[src/pfbo_pkg.sv]
// Purpose: shared constants for the fault B override block
// Assumes: registers reached by index on a plain strobe port
// Notes:   key values and offsets are local choices
package pfbo_pkg;
   localparam int          PFBO_AW           = 3;
   localparam int          PFBO_DW           = 16;
   // register indices
   localparam logic [2:0]  PFBO_REG_CTRL     = 3'h0;
   localparam logic [2:0]  PFBO_REG_KEY      = 3'h1;
   localparam logic [2:0]  PFBO_REG_STATUS   = 3'h2;
   localparam logic [2:0]  PFBO_REG_MASK     = 3'h3;
   localparam logic [2:0]  PFBO_REG_FAULT    = 3'h4;
   // control field layout
   localparam int          PFBO_OV_LSB       = 8;
   localparam int          PFBO_MODE_BIT     = 7;
   localparam logic [15:0] PFBO_CTRL_MASK    = 16'h3F87;
   // reset values
   localparam logic [5:0]  PFBO_OV_RESET     = 6'h00;
   localparam logic        PFBO_MODE_RESET   = 1'h0;
   localparam logic [2:0]  PFBO_EN_RESET     = 3'h7;
   localparam logic [2:0]  PFBO_STATUS_RESET = 3'h0;
   localparam logic [2:0]  PFBO_MASK_RESET   = 3'h0;
   // unlock sequence, values arbitrary
   localparam logic [15:0] PFBO_KEY_FIRST    = 16'h4D4D;
   localparam logic [15:0] PFBO_KEY_SECOND   = 16'hB2B2;
   // status bits
   localparam int          PFBO_ST_FAULT     = 0;
   localparam int          PFBO_ST_REJECT    = 1;
   localparam int          PFBO_ST_RELEASE   = 2;
   // fault register bits
   localparam int          PFBO_FLT_CLEAR    = 0;
   localparam int          PFBO_FLT_ENGAGED  = 1;
   localparam int          PFBO_FLT_UNLOCKED = 2;

   typedef enum logic [1:0] {
      PFBO_KEY_IDLE,
      PFBO_KEY_HALF,
      PFBO_KEY_OPEN
   } pfbo_key_e;
endpackage : pfbo_pkg

[src/pfbo_pair.sv]
// Purpose: one high/low output pin pair with fault override
// Assumes: inputs synchronous to clk
// Notes:   outputs registered, one cycle after inputs
`timescale 1ns/10ps
`default_nettype none
module pfbo_pair
   import pfbo_pkg::*;
(
   input  wire logic clk,
   input  wire logic reset,
   input  wire logic enable,
   input  wire logic engaged,
   input  wire logic ov_high,
   input  wire logic ov_low,
   input  wire logic pwm_high,
   input  wire logic pwm_low,
   output var  logic out_high,
   output var  logic out_low
);
   always_ff @(posedge clk or posedge reset) begin
      if (reset) begin
         out_high <= 1'h0;
         out_low  <= 1'h0;
      end else if (enable && engaged) begin
         out_high <= ov_high;
         out_low  <= ov_low;
      end else begin
         out_high <= pwm_high;
         out_low  <= pwm_low;
      end
   end
endmodule : pfbo_pair
`default_nettype wire

[src/pfbo_top.sv]
// Purpose: fault B override control for three PWM pin pairs
// Assumes: fault_b, period_start and pwm inputs synchronous to clk
// Notes:   pins active high; polarity handled downstream
// How it works
// - six override bits set forced pin levels
// - cycle mode overrides until a period start with no fault
// - latch mode holds overrides until cleared
// - enable bit three routes pair three
// - enable bit two routes pair two
// - enable bit one routes pair one
// - locked control writes need key sequence
// - unlocked control writes always accepted
// - enable bits reset to one
// - unimplemented control bits read zero
`timescale 1ns/10ps
`default_nettype none
module pfbo_top
   import pfbo_pkg::*;
(
   input  wire logic              clk,
   input  wire logic              reset,
   input  wire logic [PFBO_AW-1:0] addr,
   input  wire logic [PFBO_DW-1:0] wdata,
   input  wire logic              wr,
   input  wire logic              rd,
   output var  logic [PFBO_DW-1:0] rdata,
   input  wire logic              fault_b,
   input  wire logic              period_start,
   input  wire logic              config_write_lock,
   input  wire logic [2:0]        pwm_high_in,
   input  wire logic [2:0]        pwm_low_in,
   output logic      [2:0]        pwm_high_out,
   output logic      [2:0]        pwm_low_out,
   output var  logic              irq
);
   logic [5:0] fault_b_override_values;
   logic       fault_b_cycle_mode;
   logic       fault_b_pair3_enable;
   logic       fault_b_pair2_enable;
   logic       fault_b_pair1_enable;
   logic [2:0] pair_enable;
   pfbo_key_e  key_state;
   logic       latched;
   logic       cbc_active;
   logic       fault_prev;
   logic [2:0] status;
   logic [2:0] mask;
   logic       engaged;
   logic       ctrl_wr;
   logic       ctrl_ok;
   logic       clear_req;
   logic       fault_rise;
   logic       release_evt;
   logic       next_latched;
   logic       next_cbc;
   logic [15:0] ctrl_read;

   assign pair_enable = {fault_b_pair3_enable, fault_b_pair2_enable, fault_b_pair1_enable};
   assign ctrl_wr     = wr && (addr == PFBO_REG_CTRL);
   assign ctrl_ok     = ctrl_wr && (!config_write_lock || key_state == PFBO_KEY_OPEN);
   assign clear_req   = wr && (addr == PFBO_REG_FAULT) && wdata[PFBO_FLT_CLEAR];
   assign fault_rise  = fault_b && !fault_prev;
   assign ctrl_read   = {2'h0, fault_b_override_values, fault_b_cycle_mode, 4'h0, pair_enable};

   // override held state for each mode
   always_comb begin
      next_latched = latched;
      next_cbc     = cbc_active;
      if (clear_req) begin
         next_latched = 1'h0;
      end
      if (fault_b && !fault_b_cycle_mode) begin
         next_latched = 1'h1;
      end
      if (period_start && !fault_b) begin
         next_cbc = 1'h0;
      end
      if (fault_b && fault_b_cycle_mode) begin
         next_cbc = 1'h1;
      end
      if (!fault_b_cycle_mode) begin
         next_cbc = 1'h0;
      end
   end

   assign engaged     = fault_b_cycle_mode ? (cbc_active || fault_b) : (latched || fault_b);
   assign release_evt = (latched && !next_latched) || (cbc_active && !next_cbc && fault_b_cycle_mode);

   always_ff @(posedge clk or posedge reset) begin
      if (reset) begin
         latched    <= 1'h0;
         cbc_active <= 1'h0;
         fault_prev <= 1'h0;
      end else begin
         latched    <= next_latched;
         cbc_active <= next_cbc;
         fault_prev <= fault_b;
      end
   end

   // control register
   always_ff @(posedge clk or posedge reset) begin
      if (reset) begin
         fault_b_override_values <= PFBO_OV_RESET;
         fault_b_cycle_mode      <= PFBO_MODE_RESET;
         fault_b_pair3_enable    <= PFBO_EN_RESET[2];
         fault_b_pair2_enable    <= PFBO_EN_RESET[1];
         fault_b_pair1_enable    <= PFBO_EN_RESET[0];
      end else if (ctrl_ok) begin
         fault_b_override_values <= wdata[PFBO_OV_LSB +: 6];
         fault_b_cycle_mode      <= wdata[PFBO_MODE_BIT];
         fault_b_pair3_enable    <= wdata[2];
         fault_b_pair2_enable    <= wdata[1];
         fault_b_pair1_enable    <= wdata[0];
      end
   end

   // unlock key sequence
   always_ff @(posedge clk or posedge reset) begin
      if (reset) begin
         key_state <= PFBO_KEY_IDLE;
      end else if (wr && addr == PFBO_REG_KEY) begin
         case (key_state)
            PFBO_KEY_IDLE: begin
               key_state <= (wdata == PFBO_KEY_FIRST) ? PFBO_KEY_HALF : PFBO_KEY_IDLE;
            end
            PFBO_KEY_HALF: begin
               key_state <= (wdata == PFBO_KEY_SECOND) ? PFBO_KEY_OPEN : PFBO_KEY_IDLE;
            end
            default: begin
               key_state <= (wdata == PFBO_KEY_FIRST) ? PFBO_KEY_HALF : PFBO_KEY_IDLE;
            end
         endcase
      end else if (ctrl_wr) begin
         key_state <= PFBO_KEY_IDLE; // one control write per unlock
      end
   end

   // sticky status, set wins over read clear
   always_ff @(posedge clk or posedge reset) begin
      if (reset) begin
         status <= PFBO_STATUS_RESET;
      end else begin
         status <= ((rd && addr == PFBO_REG_STATUS) ? 3'h0 : status)
                   | {release_evt, ctrl_wr && !ctrl_ok, fault_rise};
      end
   end

   always_ff @(posedge clk or posedge reset) begin
      if (reset) begin
         mask <= PFBO_MASK_RESET;
      end else if (wr && addr == PFBO_REG_MASK) begin
         mask <= wdata[2:0];
      end
   end

   always_ff @(posedge clk or posedge reset) begin
      if (reset) begin
         irq <= 1'h0;
      end else begin
         irq <= |(status & mask);
      end
   end

   // read data one cycle after the strobe
   always_ff @(posedge clk or posedge reset) begin
      if (reset) begin
         rdata <= 16'h0000;
      end else if (rd) begin
         case (addr)
            PFBO_REG_CTRL:   rdata <= ctrl_read;
            PFBO_REG_STATUS: rdata <= {13'h0000, status};
            PFBO_REG_MASK:   rdata <= {13'h0000, mask};
            PFBO_REG_FAULT:  rdata <= {13'h0000, key_state == PFBO_KEY_OPEN, engaged, fault_b};
            default:         rdata <= 16'h0000;
         endcase
      end else begin
         rdata <= 16'h0000;
      end
   end

   // pairs: high override is odd bit, low is even bit
   for (genvar k = 0; k < 3; k++) begin : g_pair
      pfbo_pair u_pair (
         .clk      (clk),
         .reset    (reset),
         .enable   (pair_enable[k]),
         .engaged  (engaged),
         .ov_high  (fault_b_override_values[2*k+1]),
         .ov_low   (fault_b_override_values[2*k]),
         .pwm_high (pwm_high_in[k]),
         .pwm_low  (pwm_low_in[k]),
         .out_high (pwm_high_out[k]),
         .out_low  (pwm_low_out[k])
      );
   end
endmodule : pfbo_top
`default_nettype wire

[config.mk]
export PLATFORM = sky130hd
export DESIGN_NAME = pfbo_top
export DESIGN_NICKNAME = d
export VERILOG_FILES = /design/src/pfbo_pkg.sv /design/src/pfbo_pair.sv /design/src/pfbo_top.sv
export SDC_FILE = /design/constraint.sdc
export NUM_CORES = 1
export LEC_CHECK = 0
export BUFFER_PORTS_ARGS = -buffer_cell sky130_fd_sc_hd__buf_2
export CORE_MARGIN = 5
export CORE_UTILIZATION = 54
export CTS_CLUSTER_SIZE = 28
export DETAILED_ROUTE_END_ITERATION = 10
export PLACE_DENSITY = 0.95
export SLEW_MARGIN = 20
export SYNTH_ARGS = -nofsm -noshare
export SYNTH_HDL_FRONTEND = slang
export SYNTH_SLANG_ARGS = --single-unit
export TNS_END_PERCENT = 100
[constraint.sdc]
create_clock -name clk -period 2.9 [get_ports clk]
set_input_delay 0.29 -clock clk [delete_from_list [all_inputs] [get_ports clk]]
set_output_delay 0.29 -clock clk [all_outputs]
set_load 0.02 [all_outputs]
==> qor.yml <==
routing:
  routed_wl_mm: 3.82
  drc: 0
  dr_total_vias: 1264
  first_pass_iters: 4
  avgRoutedWirePerCell_um: 16.2
  ant_nets: 0
  first_iter_violations: 132
  viasPerCell: 5.38
timing:
  final.period_utilization: 0.631
  drv_slew: 0
  setup-tns-final_ns: 0
  slew_headroom: 0.508
  tightest_slew_ns: 0.737
  period_minus_slack_ns: 1.83
  setup_viol: 0
  skew_ns: 0.0144
  rsz0062_at_grt: "false"
  fmax_mhz: 546
  hold_viol: 0
critical_path:
  crit_required_ns: 3.13
  ff2ff_setup_slack_ns: 1.07
  worstRegToRegCells: 3
  criticalPathCategory: "reg2reg"
  regToRegStartpoint: "key_state[0]$_DFFE_PP0P_"
  path_max_fanout: 10
  timing.rr.end: "fault_b_override_values[0]$_DFFE_PP0P_"
  critPathArrivalTime_ns: 2.06
  endpoint_kind: "flop"
  crit_path_start_kind: "flop"
cts:
  clk_path_buf_depth: 2
  clockRootBuffer: "clkbuf_4"
  holdBufCountCts: 0
  cts_buffers: 5
  clk_pin_slew_ns: 0.12
  cts_resized: 0
  cts_sinks: 38
  post-cts-setup-buffers: 0
  h-tree-depth: 2
  insertion_delay_ns: 0.34
  cts_tree: "built"
floorplanning:
  ios: 55
  die_w_um: 67.5
  die_area_um2: 4560
  initial_core_util: 0.576
  core_area_um2: 3100
  num_rows: 20
  dieHeight_um: 67.5
power_and_ir_drop:
  p_leak_nw: 1.02
  clkPwrFrac: 0.262
  finalPower_mw: 1.27
  power.switching_mw: 0.360
  max-vdd-ir-drop_v: 0.000261
  power_density_nw_per_um2: 607
  seqPwrFrac: 0.529
  intPower_mw: 0.911
  netSwitchingFraction: 0.283
  comb_power_share: 0.210
yosys:
  ys_ff_latch: 38
  netlist_area_um2: 1790
  yosysSeqAreaShare: 0.534
  avgSynthCellArea_um2: 12.5
  syn_inst: 143
  yosysWarnings: 0
  yosysUniqueCellTypes: 36
global_route:
  grt_pass1_wl_mm: 6.07
  antenna_found_initial: 0
  grt_usage: 0.183
  grt_pass1_vias: 1295
  grt_max_degree: 39
  grt_overflow: 0
cells_and_area:
  antenna_cells: 0
  finalInstanceArea_um2: 2090
  final_nets: 222
  syn_to_final_growth_pct: 17.1
  drive_gt1_frac: 0.440
  fin_util: 0.675
placed_design:
  routabilityCongestion: 0.856
  dp_hpwl_mm: 2.93
  portBuffers: 48
  placed_area_um2: 2020
min_path:
  hp-class: "in2async"
flow_run:
  maxCapViolCount: 0
status:
  status: "finished, final reports clean"
[cells in the final DEF (no fill, tap or decap), drive strengths merged, types with 5 or more instances in the layout]
cell type,instances
buf,50
o21ai,8
mux2,20
conb,6
dfrtp,35
clkbuf,8
and2,8
nor4bb,7
nand2b,5
[stage by stage]
| step | worst slack, ns | hold slack [ns] | instances |
|---|---|---|---|
| detailed placement | 0.968 | 0.423 | 227 |
| finish | 1.07 | 0.0369 | 235 |
| global placement | 1.00 | 0.403 | 227 |
| CTS | 1.10 | 0.0506 | 235 |
| floorplan | 1.26 | 0.321 | 148 |
| global route | 1.02 | 0.0733 | 235 |
[cell usage after synthesis]
library cell	instances	area (um^2)
or4bb_1	1	11.3
buf_1	1	3.75
nand2b_1	4	25.0
mux2_2	20	225
o211a_1	1	10.0
nand4_1	2	12.5
and4b_1	1	10.0
o32ai_1	1	8.76
nor2_1	3	11.3
nand3_1	3	15.0
o21a_1	1	7.51
dfrtp_1	35	876
a22o_1	1	8.76
nor4b_1	2	17.5
buf_4	12	90.1
a2111oi_4	1	27.5
o31ai_1	1	7.51
a21boi_0	1	7.51
o31a_1	1	8.76
clkbuf_1	2	7.51
inv_1	4	15.0
and2_1	8	50.1
nor2b_1	1	6.26
mux2i_1	4	40.0
nand3b_1	2	15.0
conb_1	1	3.75
o41ai_1	1	8.76
nand4bb_1	1	11.3
nand2b_4	1	13.8
a21oi_1	2	10.0
o21ai_0	8	40.0
and2b_2	1	8.76
nor4bb_1	7	70.1
nand2_1	4	15.0
dfstp_2	3	78.8
a222oi_1	1	10.0
[layout make-up]
class	count	area, um^2
clock buffer	8	78.8
fill	243	1010
inverter	4	15.0
multi-input combinational	91	736
timing repair buffer	50	255
sequential	38	955
tap	44	55.1
[worst max path at each step]
stage,start,end,slack (ns)
after global routing,key_state[0]$_DFFE_PP0P_,fault_b_override_values[2]$_DFFE_PP0P_,1.02
after global placement,addr[2],fault_b_override_values[3]$_DFFE_PP0P_,1.00
after floorplan,key_state[0]$_DFFE_PP0P_,fault_b_cycle_mode$_DFFE_PP0P_,1.26
after CTS,key_state[0]$_DFFE_PP0P_,fault_b_override_values[0]$_DFFE_PP0P_,1.10
final,key_state[0]$_DFFE_PP0P_,fault_b_override_values[0]$_DFFE_PP0P_,1.07
after detailed placement,addr[2],fault_b_override_values[2]$_DFFE_PP0P_,0.97
[power by group through the flow]
stage	logic, mW	clock network (mW)	registers, mW
5_1_grt	0.290	0.366	0.682
3_3_place_gp	0.260	0	0.678
2_1_floorplan	0.203	0	0.678
6_report	0.266	0.332	0.672
3_5_place_dp	0.269	0	0.681
4_1_cts	0.269	0.338	0.672
[worst max-delay path, stage by stage (launching register included)]
cell and delay (ns):
dfrtp_1 0.41, nand2b_4 0.16, a2111oi_4 0.73, mux2_2 0.41
[kinds of logic (layout without fill, tap and decap cells)]
| logic type | count (synthesis) | count (layout) | synth area share |
|---|---|---|---|
| mux | 24 | 24 | 0.148 |
| flops | 38 | 38 | 0.534 |
| buf+inv | 19 | 62 | 0.0651 |
| other cells | 1 | 6 | 0.00210 |
| compound gates | 20 | 20 | 0.0868 |
| simple gates | 41 | 41 | 0.164 |
[per-layer routing]
layer	track usage	share of wire	vias up	wire length, um
li1	-	-	590	-
met1	0.236	0.42	625	1590
met2	0.295	0.50	44	1920
met3	0.0333	0.064	5	243
met4	0.0861	0.016	0	61
met5	0	0	-	0
[sequential cells by signal (all words and copies together) (netlist names)]
signal and cells:
fault_b_override_values 6, cbc_active 1, mask 3, fault_b_cycle_mode 1, latched 1, key_state 2
irq 1, fault_prev 1, fault_b_pair3_enable 1, rdata 10, g_pair.u_pair.out_high 3, g_pair.u_pair.out_low 3
fault_b_pair2_enable 1, fault_b_pair1_enable 1, status 3
Note: power is estimated with default switching activity, not from simulation.
